$ cat src/rtl/crossbar_switch_defs.vh
`ifndef CROSSBAR_SWITCH_DEFS_VH
`define CROSSBAR_SWITCH_DEFS_VH

// Port counts and path widths
`define CBS_NUM_PORTS   6
`define CBS_IDX_W       3
`define CBS_ADDR_W      32
`define CBS_DATA_W      32

// Slave select field of the address
`define CBS_SEL_MSB     30
`define CBS_SEL_LSB     28

// Slave port that holds the program flash
`define CBS_FLASH_SLAVE 3'h0

// Priority field width; higher value wins
`define CBS_PRIO_W      3
`define CBS_PRIO_EQUAL  18'h00000

`endif

$ cat src/rtl/rr_priority_arbiter.v
`timescale 1ns/1ps
`include "crossbar_switch_defs.vh"

module rr_priority_arbiter #(
    parameter N    = `CBS_NUM_PORTS,
    parameter IW   = `CBS_IDX_W,
    parameter PW   = `CBS_PRIO_W,
    parameter PRIO = `CBS_PRIO_EQUAL
) (
    input  wire [N-1:0]  req,
    input  wire [IW-1:0] last,
    output reg  [IW-1:0] grant,
    output reg           grant_valid
);
    integer         i;
    integer         k;
    integer         idx;
    reg    [PW-1:0] top;

    always @* begin
        top         = {PW{1'b0}};
        grant       = {IW{1'b0}};
        grant_valid = 1'b0;
        idx         = 0;
        // Highest priority among the requesters
        for (i = 0; i < N; i = i + 1) begin
            if (req[i] && (PRIO[i*PW +: PW] > top)) begin
                top = PRIO[i*PW +: PW];
            end
        end
        // Walk down so the nearest master after the last grant wins
        for (k = N; k >= 1; k = k - 1) begin
            idx = (last + k) % N;
            if (req[idx] && (PRIO[idx*PW +: PW] == top)) begin
                grant       = idx[IW-1:0];
                grant_valid = 1'b1;
            end
        end
    end
endmodule // rr_priority_arbiter

$ cat src/rtl/crossbar_switch.v
`timescale 1ns/1ps
`include "crossbar_switch_defs.vh"

// Overview of operation
// - Six master ports reach six slave ports; separate pairs run concurrently.
// - Every port carries a 32-bit address path and a 32-bit data path.
// - A master may have two transactions open if one is a flash fetch.
// - Simultaneous requests for one slave go to the highest priority master.
// - Losing masters stall until the winner finishes on that slave port.
// - Equal priority masters are served round-robin after the last granted one.
module crossbar_switch #(
    parameter N    = `CBS_NUM_PORTS,
    parameter IW   = `CBS_IDX_W,
    parameter AW   = `CBS_ADDR_W,
    parameter DW   = `CBS_DATA_W,
    parameter PW   = `CBS_PRIO_W,
    parameter PRIO = `CBS_PRIO_EQUAL
) (
    input  wire           core_clk,
    input  wire           reset,
    input  wire           clk_en,
    // Master data lanes
    input  wire [N-1:0]    m_req,
    input  wire [N*AW-1:0] m_addr,
    input  wire [N-1:0]    m_write,
    input  wire [N*DW-1:0] m_wdata,
    output reg  [N-1:0]    m_done,
    output reg  [N-1:0]    m_err,
    output reg  [N*DW-1:0] m_rdata,
    output reg  [N-1:0]    m_stall,
    // Master instruction fetch lanes, flash only
    input  wire [N-1:0]    f_req,
    input  wire [N*AW-1:0] f_addr,
    output reg  [N-1:0]    f_done,
    output reg  [N*DW-1:0] f_rdata,
    output reg  [N-1:0]    f_stall,
    // Slave ports
    output reg  [N-1:0]    s_req,
    output reg  [N*AW-1:0] s_addr,
    output reg  [N-1:0]    s_write,
    output reg  [N*DW-1:0] s_wdata,
    input  wire [N-1:0]    s_done,
    input  wire [N*DW-1:0] s_rdata
);
    localparam [IW-1:0] FLASH = `CBS_FLASH_SLAVE;
    localparam          SW    = `CBS_SEL_MSB - `CBS_SEL_LSB + 1;

    reg  [N-1:0]   main_pend;
    reg  [N-1:0]   fetch_pend;
    wire [N-1:0]   main_cand;
    wire [N-1:0]   fetch_cand;
    wire [N-1:0]   main_unmapped;
    wire [N*N-1:0] gnt_main;
    wire [N*N-1:0] gnt_fetch;
    wire [N*N-1:0] cmp_main;
    wire [N*N-1:0] cmp_fetch;

    genvar m;
    genvar s;

    generate
        for (m = 0; m < N; m = m + 1) begin : g_master
            wire [SW-1:0] sel = m_addr[m*AW + `CBS_SEL_LSB +: SW];
            wire [N-1:0]  gm;
            wire [N-1:0]  gf;
            wire [N-1:0]  cm;
            wire [N-1:0]  cf;
            reg  [DW-1:0] next_rdata;
            reg  [DW-1:0] next_frdata;
            integer       j;

            // A finished request is not seen again in its done cycle
            assign main_cand[m]     = m_req[m] & ~main_pend[m] & ~m_done[m] & ~m_err[m];
            assign fetch_cand[m]    = f_req[m] & ~fetch_pend[m] & ~f_done[m];
            assign main_unmapped[m] = (sel >= N);

            for (s = 0; s < N; s = s + 1) begin : g_col
                assign gm[s] = gnt_main[s*N + m];
                assign gf[s] = gnt_fetch[s*N + m];
                assign cm[s] = cmp_main[s*N + m];
                assign cf[s] = cmp_fetch[s*N + m];
            end

            always @* begin
                next_rdata  = {DW{1'b0}};
                next_frdata = {DW{1'b0}};
                for (j = 0; j < N; j = j + 1) begin
                    if (cm[j]) begin
                        next_rdata = s_rdata[j*DW +: DW];
                    end
                    if (cf[j]) begin
                        next_frdata = s_rdata[j*DW +: DW];
                    end
                end
            end

            always @(posedge core_clk) begin
                if (reset) begin
                    main_pend[m]           <= 1'b0;
                    fetch_pend[m]          <= 1'b0;
                    m_done[m]              <= 1'b0;
                    m_err[m]               <= 1'b0;
                    m_stall[m]             <= 1'b0;
                    f_done[m]              <= 1'b0;
                    f_stall[m]             <= 1'b0;
                    m_rdata[m*DW +: DW]    <= {DW{1'b0}};
                    f_rdata[m*DW +: DW]    <= {DW{1'b0}};
                end else if (clk_en) begin
                    // Data and fetch lanes run independently
                    main_pend[m]  <= (main_pend[m] | (|gm)) & ~(|cm);
                    fetch_pend[m] <= (fetch_pend[m] | (|gf)) & ~(|cf);
                    m_done[m]     <= |cm;
                    f_done[m]     <= |cf;
                    // Unmapped slave select answers at once with an error
                    m_err[m]      <= main_cand[m] & main_unmapped[m];
                    // Requesters without a grant wait
                    m_stall[m]    <= main_cand[m] & ~main_unmapped[m] & ~(|gm);
                    f_stall[m]    <= fetch_cand[m] & ~(|gf);
                    if (|cm) begin
                        m_rdata[m*DW +: DW] <= next_rdata;
                    end
                    if (|cf) begin
                        f_rdata[m*DW +: DW] <= next_frdata;
                    end
                end
            end
        end

        // One arbiter and one owner per slave port
        for (s = 0; s < N; s = s + 1) begin : g_slave
            reg           busy;
            reg           own_fetch;
            reg  [IW-1:0] owner;
            reg  [IW-1:0] last;
            wire [N-1:0]  want_main;
            wire [N-1:0]  want_fetch;
            wire [N-1:0]  want;
            wire [IW-1:0] pick;
            wire          pick_valid;
            wire          take;
            wire          lane;

            for (m = 0; m < N; m = m + 1) begin : g_row
                assign want_main[m]  = main_cand[m] & ~main_unmapped[m]
                                     & (m_addr[m*AW + `CBS_SEL_LSB +: SW] == s);
                // Only the flash port accepts the fetch lane
                assign want_fetch[m] = fetch_cand[m] & (FLASH == s);
                assign want[m]       = want_main[m] | want_fetch[m];
                assign gnt_main[s*N + m]  = take & ~lane & (pick == m);
                assign gnt_fetch[s*N + m] = take & lane & (pick == m);
                assign cmp_main[s*N + m]  = busy & s_done[s] & ~own_fetch & (owner == m);
                assign cmp_fetch[s*N + m] = busy & s_done[s] & own_fetch & (owner == m);
            end

            rr_priority_arbiter #(
                .N    (N),
                .IW   (IW),
                .PW   (PW),
                .PRIO (PRIO)
            ) u_arb (
                .req         (want),
                .last        (last),
                .grant       (pick),
                .grant_valid (pick_valid)
            );

            // Only a free port grants; the owner keeps it until done
            assign take = ~busy & pick_valid;
            // Fetch goes first when one master wants flash on both lanes
            assign lane = want_fetch[pick];

            always @(posedge core_clk) begin
                if (reset) begin
                    busy                <= 1'b0;
                    own_fetch           <= 1'b0;
                    owner               <= {IW{1'b0}};
                    last                <= {IW{1'b0}};
                    s_req[s]            <= 1'b0;
                    s_write[s]          <= 1'b0;
                    s_addr[s*AW +: AW]  <= {AW{1'b0}};
                    s_wdata[s*DW +: DW] <= {DW{1'b0}};
                end else if (clk_en) begin
                    if (take) begin
                        busy      <= 1'b1;
                        owner     <= pick;
                        own_fetch <= lane;
                        last      <= pick;
                        s_req[s]  <= 1'b1;
                        // Full 32-bit paths routed through
                        if (lane) begin
                            s_addr[s*AW +: AW]  <= f_addr[pick*AW +: AW];
                            s_write[s]          <= 1'b0;
                            s_wdata[s*DW +: DW] <= {DW{1'b0}};
                        end else begin
                            s_addr[s*AW +: AW]  <= m_addr[pick*AW +: AW];
                            s_write[s]          <= m_write[pick];
                            s_wdata[s*DW +: DW] <= m_wdata[pick*DW +: DW];
                        end
                    end else if (busy && s_done[s]) begin
                        // Release only on completion
                        busy     <= 1'b0;
                        s_req[s] <= 1'b0;
                    end
                end
            end
        end
    endgenerate
endmodule // crossbar_switch

$ cat config.mk
export PLATFORM = sky130hd
export DESIGN_NAME = crossbar_switch
export DESIGN_NICKNAME = d
export VERILOG_FILES = /design/src/rtl/rr_priority_arbiter.v /design/src/rtl/crossbar_switch.v
export VERILOG_INCLUDE_DIRS = /design/src /design/src/rtl
export SDC_FILE = /design/constraint.sdc
export NUM_CORES = 2
export LEC_CHECK = 0
export ABC_AREA = 0
export BUFFER_PORTS_ARGS = -buffer_cell sky130_fd_sc_hd__buf_2
export CAP_MARGIN = 20
export CORE_AREA = 2 2 620 622
export CTS_BUF_LIST = sky130_fd_sc_hd__clkbuf_16
export CTS_CLUSTER_SIZE = 40
export DETAILED_ROUTE_END_ITERATION = 10
export DIE_AREA = 0 0 622 624
export GPL_ROUTABILITY_DRIVEN = 1
export PLACE_DENSITY = 0.35
export SKIP_LAST_GASP = 1
export SLEW_MARGIN = 20
export SYNTH_ARGS = -nofsm -noshare
export SYNTH_HDL_FRONTEND = slang
export SYNTH_SLANG_ARGS = --single-unit
$ cat constraint.sdc
create_clock -name core_clk -period 7.6 [get_ports core_clk]
set_clock_uncertainty 0.2 [all_clocks]
set_input_delay 0.76 -clock core_clk [delete_from_list [all_inputs] [get_ports core_clk]]
set_output_delay 0.76 -clock core_clk [all_outputs]
set_load 0.005 [all_outputs]
==> flow_summary.ini <==
[final_layout]
design_area_mm2 = 0.0825
finalNonFillerCells = 15200
layout-drive-gt1-share_pct = 22.9
fin_util_pct = 21.6
fillers = 43400
nNetsFinal = 10800
syn_to_final_growth_pct = 28.2

[timing]
slew_violations = 0
worst_pin_slew_ns = 1.17
slew_headroom_pct = 22.0
max_freq_ghz = 0.149
fin_ws_ns = 0.891
post-route-period-util_pct = 88.3
rsz0062_at_grt = false
period_needed_ns = 6.71
fin_tns_setup_ns = 0
hold_viol = 0
finalSetupViolCount = 0

[placement]
dp_cells = 14800
post-place-ws_ns = 1.12
place_hpwl_mm = 379
port_buffers = 1604
place_congestion = 0.917
place_area_mm2 = 0.0780

[grt]
grt_pass1_wl_mm = 671
top_usage_layer = met2
grt_pass1_vias = 72200
grtUsageTotal_pct = 24.6
grt_overflow = 0
antenna_found_initial = 184
grt_max_degree = 163
met3_usage_pct = 3.98
grt_use_met1_pct = 30.1
use_met2_pct = 41.7

[detailed_routing]
drtPass1Iterations = 6
viasPerCell = 5.10
vias = 77200
ant_nets = 0
wl_mm = 504
drcViolationCount = 0
wl_per_cell_um = 33.3
first_iter_violations = 7862

[worst_hold_path]
hold_path_class = input port to flop
min_path_cells = 3

[clock_network]
cts.path.max_buffers = 4
cts.sinks = 841
cts_root_buffer = clkbuf_16
htree_num_levels = 3
cts_buffers = 123
clk_pin_slew_ns = 0.07
tritoncts = yes
worstSkewPairLatency_ns = 0.93

[pwr]
ir_drop_mv = 0.735
combPwrFrac_pct = 67.6
power.density_mw_per_mm2 = 472
intPower_mw = 17.8
p_seq_share_pct = 16.3
swShare_pct = 54.4
p_clk_share_pct = 16.1
p_switching_mw = 21.2
leakage_nw = 32.4

[critical_path]
crit_chain = inv_1, ha_1, a21oi_1, inv_2, ha_1, nand3b_1, and2_1, o31ai_2, nor4_1, a21oi_1, o2111ai_1, o211ai_4, mux2i_4, buf_4, or2_2, and3_2, a221o_1, and4_1, dlygate4sd3_1
path_class = flop to flop
cp.depth = 19
critPathMaxFanout = 29
max_stage_delay_ns = 0.92
crit_path_start_kind = flop
r2r_cells = 19
crit_family = compound AO/OA/AOI/OAI gates
cp.arrival_ns = 7.38
required_ns = 8.28
critPathCaptureType = flop
critPathSlowestCell = and3_2
critPathBufInv = 4

[floorplanning]
ios = 1605
coreArea_mm2 = 0.381
die_y_um = 624
die_w_um = 622
initial_core_util_pct = 16.9
dieArea_mm2 = 0.388
rows = 227

[synthesis]
syn_nets = 9739
synthFlopType = dfxtp_1
syn_inst = 8852
async_reset_ff_share_pct = 0
yosysTopAreaCell = dfxtp_1
synth_area_leaders = dfxtp_1 (26%), mux2i_1 (13%), nand2_1 (8.1%)
avgSynthCellArea_um2 = 7.27
synth_seq_area_share_pct = 26.2
synth_top_area_share_pct = 26.2
yosysWarnings = 0
syn_area_mm2 = 0.0644
synth_cell_types = 111
synth_edf_count = 0
ys_ff_latch = 841

[job]
max-cap-violations = 0

[status]
status = finished, final reports clean
==> path summary, 6_finish.rpt <==
path / slack (ns) / from / endpoint
worst max-delay path: 0.89 / g_slave[0].last[2] / s_addr[13]
worst min-delay path: 0.08 / m_addr[169] / s_addr[9]
worst max register to register: 0.89 / g_slave[0].last[2] / s_addr[13]
worst min register to register: 0.25 / f_rdata[184] / f_rdata[184]
==> layer usage <==
layer  share of wire, %  up-vias
met4                5.7       54
met3                6.3      863
li1                   -    34700
met2                 47     3548
met1                 41    38100
met5              0.071        -
==> cells in the mapped netlist (36+ instances only) <==
cell,count
a211oi_1,521
a31oi_1,49
nand3_1,206
nor3_1,54
nor2b_1,95
a22o_1,67
dfxtp_1,841
nor2_1,918
a32oi_1,66
o311ai_1,40
a221o_1,76
mux2_2,97
clkbuf_1,649
buf_2,118
a32o_1,70
o21ai_0,532
a22oi_1,164
mux2i_1,860
buf_1,85
and3_1,68
o21ai_1,44
a21oi_1,974
o311ai_0,56
nand2_1,1397
o211ai_1,84
nand4_1,36
inv_1,78
ha_1,92
==> layout by cell type, fill, tap and decap left out, drive strengths merged, types with 66 or more instances in the layout <==
cell type  synthesis  layout
inv               82     106
ha                92      92
o311ai            96      96
a221o             76      76
nand3            206     206
a32o              70      70
nand2           1397    1397
a21oi            975     975
mux2i            861     861
mux2             117     117
nor2             919     919
diode              0      75
a22oi            164     164
a32oi             66      66
o211ai            85      85
buf              235    1834
and3              68      68
o21ai            577     577
dfxtp            841     841
clkbuf           653     123
a22o              67      67
a211oi           523     523
nor2b             95      95
==> kinds of logic (layout without fill, tap and decap cells) <==
group | after synthesis | in the layout | synth area share [%]
AO/OA/AOI/OAI | 2982 | 2982 | 30.2
buffers and inverters | 975 | 2162 | 6.17
flip-flops | 841 | 841 | 26.2
multiplexers | 980 | 980 | 15.5
adder cells (fa/ha/maj) | 93 | 93 | 1.80
XOR/XNOR | 13 | 13 | 0.177
AND/OR/NAND/NOR | 2968 | 2968 | 19.9
other | 0 | 75 | 0
==> sequential cells by signal (all words and copies together) (netlist names), 18 cells and up <==
signal,cells
m_rdata,192
f_rdata,192
s_addr,192
g_slave.last,18
s_wdata,192
==> through the flow <==
stage               hold WS [ns]  total power [mW]
detailed placement         0.239              32.5
CTS                      0.00282              38.9
finish                    0.0837              39.0
global placement           0.235              32.6
global route              0.0419              40.5
floorplan                  0.236              21.4
==> cell type report <==
cell class	instances	area, um2	area share (%)
clock inverter	101	1100	1.33
antenna	75	188	0.228
multi-input combinational	7036	44200	53.6
timing repair buffer	1851	10400	12.7
inverter	87	339	0.411
sequential	841	16800	20.4
tap	5038	6300	7.64
clock buffer	123	3080	3.73
==> tightest hold or removal path: stages <==
cell,delay [ns]
buf_2,0.16
a41oi_1,0.16
a211oi_1,0.08
==> power groups by stage <==
stage,sequential [mW],combinational [mW],clock (mW)
finish,6.35,26.3,6.28
global route,6.40,27.6,6.57
CTS,6.35,26.1,6.43
detailed placement,6.42,26.0,0
global placement,6.44,26.1,0
floorplan,5.95,15.4,0
==> timing repair <==
| item | 4_1_cts | 5_1_grt |
|---|---|---|
| endpoints found under the hold margin | 27 | 0 |
| setup buffers | 0 | 0 |
| resized for setup | 0 | 0 |
| hold buffers | 17 | 0 |
Power figures use the tool's default switching activity.
